--- src/mac_defs.vh ---
// constants for the calibrated result path of the sequenced converter
// assumes a 32-bit classic wishbone slave with word-aligned registers
`ifndef MAC_DEFS_VH
`define MAC_DEFS_VH

// ****************************************
// register indices (byte address = 4 * index)
// ****************************************
`define MAC_IDX_OFFSET   6'h01
`define MAC_IDX_GAIN     6'h02
`define MAC_IDX_CTRL     6'h03
`define MAC_IDX_SEL_LO   6'h04
`define MAC_IDX_SEL_HI   6'h05
`define MAC_IDX_STATUS   6'h06
`define MAC_IDX_RES_LO   6'h10
`define MAC_IDX_RES_HI   6'h1f

// ****************************************
// fields and reset values
// ****************************************
`define MAC_CTRL_BIAS_BIT  0
`define MAC_CTRL_NEG7_BIT  1
`define MAC_OFFSET_RST     16'h0000
`define MAC_GAIN_RST       16'h0000
`define MAC_CTRL_RST       2'h0
`define MAC_SEL_RST        64'h0000000000000000

// ****************************************
// multiplexer codes and arithmetic limits
// ****************************************
`define MAC_SEL_SHORT      4'h9
`define MAC_SEL_TEMP       4'h8
`define MAC_SEL_LAST_PDIFF 4'h6
`define MAC_SEL_LAST_AIN   4'h7
`define MAC_UNITY          18'sh10000
`define MAC_ROUND_HALF     35'sh000008000
`define MAC_CODE_MAX       19'sh07fff
`define MAC_CODE_MIN       19'sh78000

`endif

--- src/mac_path.v ---
// calibrated result path: offset, gain, round, clip, store per step
// assumes conversion strobes and sequencer step come from logic on clock
//
// Implementation choices: the Wishbone register port and the address map.
`timescale 1ns/100ps
`default_nettype none
`include "mac_defs.vh"

module mac_path (
  // clock and reset
  input  wire        clock,
  input  wire        resetn,
  // wishbone slave
  input  wire        wb_cyc_i,
  input  wire        wb_stb_i,
  input  wire        wb_we_i,
  input  wire [7:0]  wb_adr_i,
  input  wire [3:0]  wb_sel_i,
  input  wire [31:0] wb_dat_i,
  output reg  [31:0] wb_dat_o,
  output reg         wb_ack_o,
  // sequencer side
  input  wire [3:0]  seq_step,
  input  wire        conv_done,
  input  wire [3:0]  conv_step,
  input  wire [15:0] conv_raw,
  // analog front-end controls
  output reg  [3:0]  mux_pos_sel_q,
  output reg         mux_neg_ch7_q,
  output reg         short_to_ground_q,
  output reg         bias_to_ch7_q,
  // result strobe
  output reg         result_wr_q,
  output reg  [3:0]  result_step_q,
  output reg  [15:0] result_data_q
);

  // ****************************************
  // reset release
  // ****************************************
  reg rst_meta_q;
  reg rst_n_q;

  // async assert, release through two flops
  always @(posedge clock or negedge resetn) begin
    if (!resetn) begin
      rst_meta_q <= 1'b0;
      rst_n_q    <= 1'b0;
    end else begin
      rst_meta_q <= 1'b1;
      rst_n_q    <= rst_meta_q;
    end
  end

  // ****************************************
  // registers
  // ****************************************
  reg  [15:0] offset_correction_value_q;
  reg  [15:0] gain_correction_value_q;
  reg  [1:0]  ctrl_q;
  reg  [63:0] step_sel_q;
  reg  [3:0]  last_step_q;
  reg         any_result_q;
  reg         pend_q;
  wire [15:0] mem_rd_data;
  wire [5:0]  idx = wb_adr_i[7:2];
  wire [31:0] wmask = {{8{wb_sel_i[3]}}, {8{wb_sel_i[2]}},
                       {8{wb_sel_i[1]}}, {8{wb_sel_i[0]}}};
  // the write lands on the edge where the master samples ack high
  wire        do_wr = wb_ack_o & wb_cyc_i & wb_stb_i & wb_we_i;
  reg  [31:0] rd_mux;

  // read selection; unmapped words read as zero
  always @* begin
    rd_mux = 32'h00000000;
    if (idx == `MAC_IDX_OFFSET) begin
      rd_mux = {16'h0000, offset_correction_value_q};
    end else if (idx == `MAC_IDX_GAIN) begin
      rd_mux = {16'h0000, gain_correction_value_q};
    end else if (idx == `MAC_IDX_CTRL) begin
      rd_mux = {30'h00000000, ctrl_q};
    end else if (idx == `MAC_IDX_SEL_LO) begin
      rd_mux = step_sel_q[31:0];
    end else if (idx == `MAC_IDX_SEL_HI) begin
      rd_mux = step_sel_q[63:32];
    end else if (idx == `MAC_IDX_STATUS) begin
      rd_mux = {27'h0000000, any_result_q, last_step_q};
    end else if (idx >= `MAC_IDX_RES_LO && idx <= `MAC_IDX_RES_HI) begin
      rd_mux = {16'h0000, mem_rd_data};
    end
  end

  // two-edge answer: the memory read needs the pending cycle
  always @(posedge clock or negedge rst_n_q) begin
    if (!rst_n_q) begin
      pend_q   <= 1'b0;
      wb_ack_o <= 1'b0;
      wb_dat_o <= 32'h00000000;
    end else begin
      pend_q   <= wb_cyc_i & wb_stb_i & ~pend_q & ~wb_ack_o;
      wb_ack_o <= pend_q & ~wb_ack_o;
      if (pend_q & ~wb_ack_o & ~wb_we_i) begin
        wb_dat_o <= rd_mux;
      end
    end
  end

  // writable words honour byte lanes; result words are read-only
  always @(posedge clock or negedge rst_n_q) begin
    if (!rst_n_q) begin
      offset_correction_value_q <= `MAC_OFFSET_RST;
      gain_correction_value_q   <= `MAC_GAIN_RST;
      ctrl_q                    <= `MAC_CTRL_RST;
      step_sel_q                <= `MAC_SEL_RST;
    end else if (do_wr) begin
      if (idx == `MAC_IDX_OFFSET) begin
        offset_correction_value_q <=
          (offset_correction_value_q & ~wmask[15:0]) |
          (wb_dat_i[15:0] & wmask[15:0]);
      end else if (idx == `MAC_IDX_GAIN) begin
        gain_correction_value_q <=
          (gain_correction_value_q & ~wmask[15:0]) |
          (wb_dat_i[15:0] & wmask[15:0]);
      end else if (idx == `MAC_IDX_CTRL) begin
        if (wb_sel_i[0]) begin
          ctrl_q <= wb_dat_i[1:0];
        end
      end else if (idx == `MAC_IDX_SEL_LO) begin
        step_sel_q[31:0] <= (step_sel_q[31:0] & ~wmask) |
                            (wb_dat_i & wmask);
      end else if (idx == `MAC_IDX_SEL_HI) begin
        step_sel_q[63:32] <= (step_sel_q[63:32] & ~wmask) |
                             (wb_dat_i & wmask);
      end
    end
  end

  // ****************************************
  // front-end multiplexer control
  // ****************************************
  wire [3:0] cur_sel = step_sel_q[{seq_step, 2'b00} +: 4];

  // non-analog selections force the negative side to ground
  always @(posedge clock or negedge rst_n_q) begin
    if (!rst_n_q) begin
      mux_pos_sel_q     <= 4'h0;
      mux_neg_ch7_q     <= 1'b0;
      short_to_ground_q <= 1'b0;
      bias_to_ch7_q     <= 1'b0;
    end else begin
      mux_pos_sel_q     <= cur_sel;
      short_to_ground_q <= (cur_sel == `MAC_SEL_SHORT);
      mux_neg_ch7_q     <= ctrl_q[`MAC_CTRL_NEG7_BIT] &
                           (cur_sel <= `MAC_SEL_LAST_PDIFF);
      bias_to_ch7_q     <= ctrl_q[`MAC_CTRL_BIAS_BIT];
    end
  end

  // ****************************************
  // correction pipeline
  // ****************************************
  reg               s1_vld_q;
  reg  [3:0]        s1_step_q;
  reg               s1_bypass_q;
  reg  signed [16:0] s1_diff_q;
  reg  [15:0]       s1_raw_q;
  reg               s2_vld_q;
  reg  [3:0]        s2_step_q;
  reg               s2_bypass_q;
  reg  [15:0]       s2_raw_q;
  reg  signed [34:0] s2_prod_q;

  wire signed [16:0] raw_s = {conv_raw[15], conv_raw};
  wire signed [16:0] ofs_s = {offset_correction_value_q[15],
                              offset_correction_value_q};
  // unity plus signed parts in 2^16; 8000h lands on exactly one half
  wire signed [17:0] factor = `MAC_UNITY +
    {{2{gain_correction_value_q[15]}}, gain_correction_value_q};
  wire signed [34:0] prod = s1_diff_q * factor;
  wire signed [34:0] prod_r = s2_prod_q + `MAC_ROUND_HALF;
  wire signed [18:0] scaled = prod_r[34:16];
  reg  [15:0]        clipped;

  // saturate to full-scale codes
  always @* begin
    clipped = scaled[15:0];
    if (scaled > `MAC_CODE_MAX) begin
      clipped = 16'h7fff;
    end else if (scaled < `MAC_CODE_MIN) begin
      clipped = 16'h8000;
    end
  end

  // stage one: subtract offset, note bypass for temperature sensor
  always @(posedge clock or negedge rst_n_q) begin
    if (!rst_n_q) begin
      s1_vld_q    <= 1'b0;
      s1_step_q   <= 4'h0;
      s1_bypass_q <= 1'b0;
      s1_diff_q   <= 17'sh00000;
      s1_raw_q    <= 16'h0000;
    end else begin
      s1_vld_q <= conv_done;
      if (conv_done) begin
        s1_step_q   <= conv_step;
        s1_bypass_q <= (step_sel_q[{conv_step, 2'b00} +: 4] ==
                        `MAC_SEL_TEMP);
        s1_diff_q   <= raw_s - ofs_s;
        s1_raw_q    <= conv_raw;
      end
    end
  end

  // stage two: scale; the product is registered to relieve timing
  always @(posedge clock or negedge rst_n_q) begin
    if (!rst_n_q) begin
      s2_vld_q    <= 1'b0;
      s2_step_q   <= 4'h0;
      s2_bypass_q <= 1'b0;
      s2_raw_q    <= 16'h0000;
      s2_prod_q   <= 35'sh000000000;
    end else begin
      s2_vld_q <= s1_vld_q;
      if (s1_vld_q) begin
        s2_step_q   <= s1_step_q;
        s2_bypass_q <= s1_bypass_q;
        s2_raw_q    <= s1_raw_q;
        s2_prod_q   <= prod;
      end
    end
  end

  // stage three: round, clip and publish
  always @(posedge clock or negedge rst_n_q) begin
    if (!rst_n_q) begin
      result_wr_q   <= 1'b0;
      result_step_q <= 4'h0;
      result_data_q <= 16'h0000;
      last_step_q   <= 4'h0;
      any_result_q  <= 1'b0;
    end else begin
      result_wr_q <= s2_vld_q;
      if (s2_vld_q) begin
        result_step_q <= s2_step_q;
        result_data_q <= s2_bypass_q ? s2_raw_q : clipped;
        last_step_q   <= s2_step_q;
        any_result_q  <= 1'b1;
      end
    end
  end

  // ****************************************
  // result storage
  // ****************************************
  mac_result_mem u_mem (
    .clock     (clock),
    .wr_en     (result_wr_q),
    .wr_addr   (result_step_q),
    .wr_data   (result_data_q),
    .rd_addr   (wb_adr_i[5:2]),
    .rd_data_q (mem_rd_data)
  );

endmodule // mac_path

`default_nettype wire

--- src/mac_result_mem.v ---
// sixteen result words, one write port, registered read port
// assumes one clock; read data follows the address by one edge
`timescale 1ns/100ps
`default_nettype none

module mac_result_mem (
  // clock
  input  wire        clock,
  // write side
  input  wire        wr_en,
  input  wire [3:0]  wr_addr,
  input  wire [15:0] wr_data,
  // read side
  input  wire [3:0]  rd_addr,
  output reg  [15:0] rd_data_q
);

  reg [15:0] mem_q [0:15];

  // no reset: contents are undefined until each step first converts
  always @(posedge clock) begin
    if (wr_en) begin
      mem_q[wr_addr] <= wr_data;
    end
    rd_data_q <= mem_q[rd_addr];
  end

endmodule // mac_result_mem

`default_nettype wire

--- config.mk ---
export PLATFORM = sky130hd
export DESIGN_NAME = mac_path
export DESIGN_NICKNAME = d
export VERILOG_FILES = /design/src/mac_path.v /design/src/mac_result_mem.v
export VERILOG_INCLUDE_DIRS = /design/src
export SDC_FILE = /design/constraint.sdc
export NUM_CORES = 1
export LEC_CHECK = 0
export BUFFER_PORTS_ARGS = -buffer_cell sky130_fd_sc_hd__buf_4
export CORE_MARGIN = 8
export CORE_UTILIZATION = 43
export DETAILED_ROUTE_END_ITERATION = 12
export SYNTH_ARGS = -nofsm -noshare
export SYNTH_HDL_FRONTEND = slang
export SYNTH_SLANG_ARGS = --single-unit
--- constraint.sdc ---
create_clock -name clock -period 9.8 [get_ports clock]
set_clock_uncertainty 0.1 [all_clocks]
set_input_delay 1.96 -clock clock [delete_from_list [all_inputs] [get_ports clock]]
set_output_delay 1.96 -clock clock [all_outputs]
set_load 0.05 [all_outputs]
==> results_dict.tcl <==
set metrics [dict create \
    status "completed" \
    grt_start_max_net_pins 175 \
    peakVddDrop_v 0.000170 \
    cp_max_fo 19 \
    synth_warnings 0 \
    dp_hpwl_um 60000 \
    drtIter0Drc 1432 \
    grt_pass1_vias 21022 \
    pin_count 135 \
    fmax_mhz 140 \
    ys_async_sr_fraction 0.473 \
    relSlewSlack 0.0958 \
    critPathRequiredTime_ps 10180 \
    coreArea_um2 71500 \
    synth_top_area_frac 0.248 \
    synth_cells 2398 \
    path_clk_slew_ps 60 \
    cts-htree-levels 2 \
    root_buffer "clkbuf_16" \
    synth_edf_count 256 \
    start_kind "flop" \
    final_cells 3500 \
    cts_resized 0 \
    wl_um 83700 \
    cts_made_buffers 50 \
    synth.most_common_cell "inv_1" \
    yosysSeqAreaShare 0.455 \
    cts_tree "built" \
    syn-cell-area_um2 31000 \
    initial_utilization 0.434 \
    die_h_um 285 \
    cts_buffer_depth 3 \
    grt_pass1_wl_um 130000 \
    drive_above_1_share 0.218 \
    min_period_ps 7150 \
    arrival_ps 7530 \
    setup_ws_ps 2650 \
    p_per_area_nw_per_um2 169 \
    worstSkewPairLatency_ps 610 \
    rsz0062_at_grt "false" \
    fin_crit_sh 0.729 \
    fin_tns_setup_ps 0 \
    worst_pin_slew_ps 1350 \
    n_fill_cell 6325 \
    areaGrowthSynthToFinish_pct 11.7 \
    gp_congestion 0.910 \
    ys_ff_latch 516 \
    grt_use_met3 0.0326 \
    pre_cts_slack_ps 2730 \
    dr.pass1.iters 5 \
    p_leak_uw 0.0148 \
    cp-end-kind "flop" \
    busiest_layer "met2" \
    ant_nets 0 \
    track_usage 0.207 \
    final_nets 2943 \
    avgSynthCellArea_um2 12.9 \
    regArea_um2 14100 \
    overflow 0 \
    synth_cell_types 84 \
    drv_slew 0 \
    viasPerCell 5.62 \
    utilization 0.485 \
    hold_viol 0 \
    cts.hold.buffers_added 0 \
    drc 0 \
    synthTopCellsByArea "edfxtp_1 25%, dfrtp_1 20%, fa_1 14%, mux4_2 7.5%, mux2_2 6.0%" \
    multi_input_area_um2 15400 \
    synth_top_cell_by_area "edfxtp_1" \
    cts_sinks 516 \
    finalPower_uw 5850 \
    vias 19668 \
    die_area_um2 81000 \
    dp.cells 3405 \
    setup-violations-final 0 \
    ys.flop_type "edfxtp_1" \
    io_buffers 132 \
    grt_use_met1 0.291 \
    grt_use_met2 0.335 \
    post-cts-setup-buffers 0 \
    chipWidth_um 285 \
    wl_per_cell_um 23.9 \
    drv_cap 0 \
    placementRows 98 \
    hold_class "reg -> reg" \
    antenna_found_initial 6 \
    ys_top_cells_by_count "290 x inv_1, 256 x edfxtp_1, 244 x dfrtp_1" \
    worstSetupPathType "reg -> reg" \
]
[final cells by class]
| class | count | area share |
|---|---|---|
| repair buffers | 165 | 0.0361 |
| flip-flops and latches | 516 | 0.407 |
| clock inverters | 28 | 0.00668 |
| well taps | 950 | 0.0343 |
| multi-input cells | 1483 | 0.445 |
| clock buffers | 66 | 0.0387 |
| diodes | 1 | 0.0000722 |
| inverters | 291 | 0.0315 |
[worst max-delay path, cell delays in order (launching register included)]
cell     delay, ps
dfrtp_1       1000
nand2_1        220
fa_1           610
inv_1           60
fa_1           480
fa_1           570
fa_1           460
fa_1           520
inv_1           50
fa_1           500
inv_1           50
ha_1           330
a21oi_1        170
o22ai_1         90
a21oi_1        240
a41oi_1        170
o21ai_0        670
o21ai_0        250
xor2_1         200
mux2_2         280
[cell usage in the layout, fill, tap and decap left out, types with 50 or more instances in the layout]
master	synthesis	final
nand2_1	209	209
mux4_2	103	103
buf_4	1	164
mux2_2	165	165
dfrtp_1	244	242
fa_1	223	223
and2_1	131	131
clkbuf_16	0	50
inv_1	290	290
o21ai_0	61	61
edfxtp_1	256	256
ha_1	139	139
[through the flow]
step | area, um^2 | hold WS, ps
after global placement | 33100 | 237
after detailed placement | 33100 | 248
after CTS | 34600 | 263
after floorplan | 31000 | 231
final | 34600 | 261
after global routing | 34600 | 270
[final timing paths]
path,to,depth (start not counted),slack (ps),from
setup / recovery,s2_prod_q[30]$_DFFE_PN0P_,19,2650,flop
hold / removal,rst_n_q$_DFF_PN0_,0,260,rst_meta_q$_DFF_PN0_
setup reg to reg,s2_prod_q[30]$_DFFE_PN0P_,19,2650,flop
hold reg to reg,rst_n_q$_DFF_PN0_,0,260,rst_meta_q$_DFF_PN0_
max in group asynchronous,s1_diff_q[1]$_DFFE_PN0P_,1,7720,rst_n_q$_DFF_PN0_
min in group asynchronous,wb_dat_o[24]$_DFFE_PN0P_,0,350,rst_n_q$_DFF_PN0_
[layer usage]
metal	routed length (um)	share of wire	vias up
li1	-	-	8517
met1	36700	0.44	10449
met2	40100	0.48	573
met3	4950	0.059	129
met4	1910	0.023	0
met5	0	0	-
[where the power goes]
| group | switching, uW | internal (uW) | leakage (uW) |
|---|---|---|---|
| clock network | 859 | 1000 | 0.000745 |
| logic | 688 | 446 | 0.00855 |
| registers | 305 | 2550 | 0.00555 |
[cells by family after synthesis]
kind of cell,synth area share
xor gates and xnor gates,0.0113
buffers and inverters,0.0498
AOI/OAI and AO/OA,0.0536
DFF,0.455
adders and majority gates,0.200
muxes,0.137
and+or+nand+nor,0.0930
other,0.000242
Power figures use the tool's default switching activity.
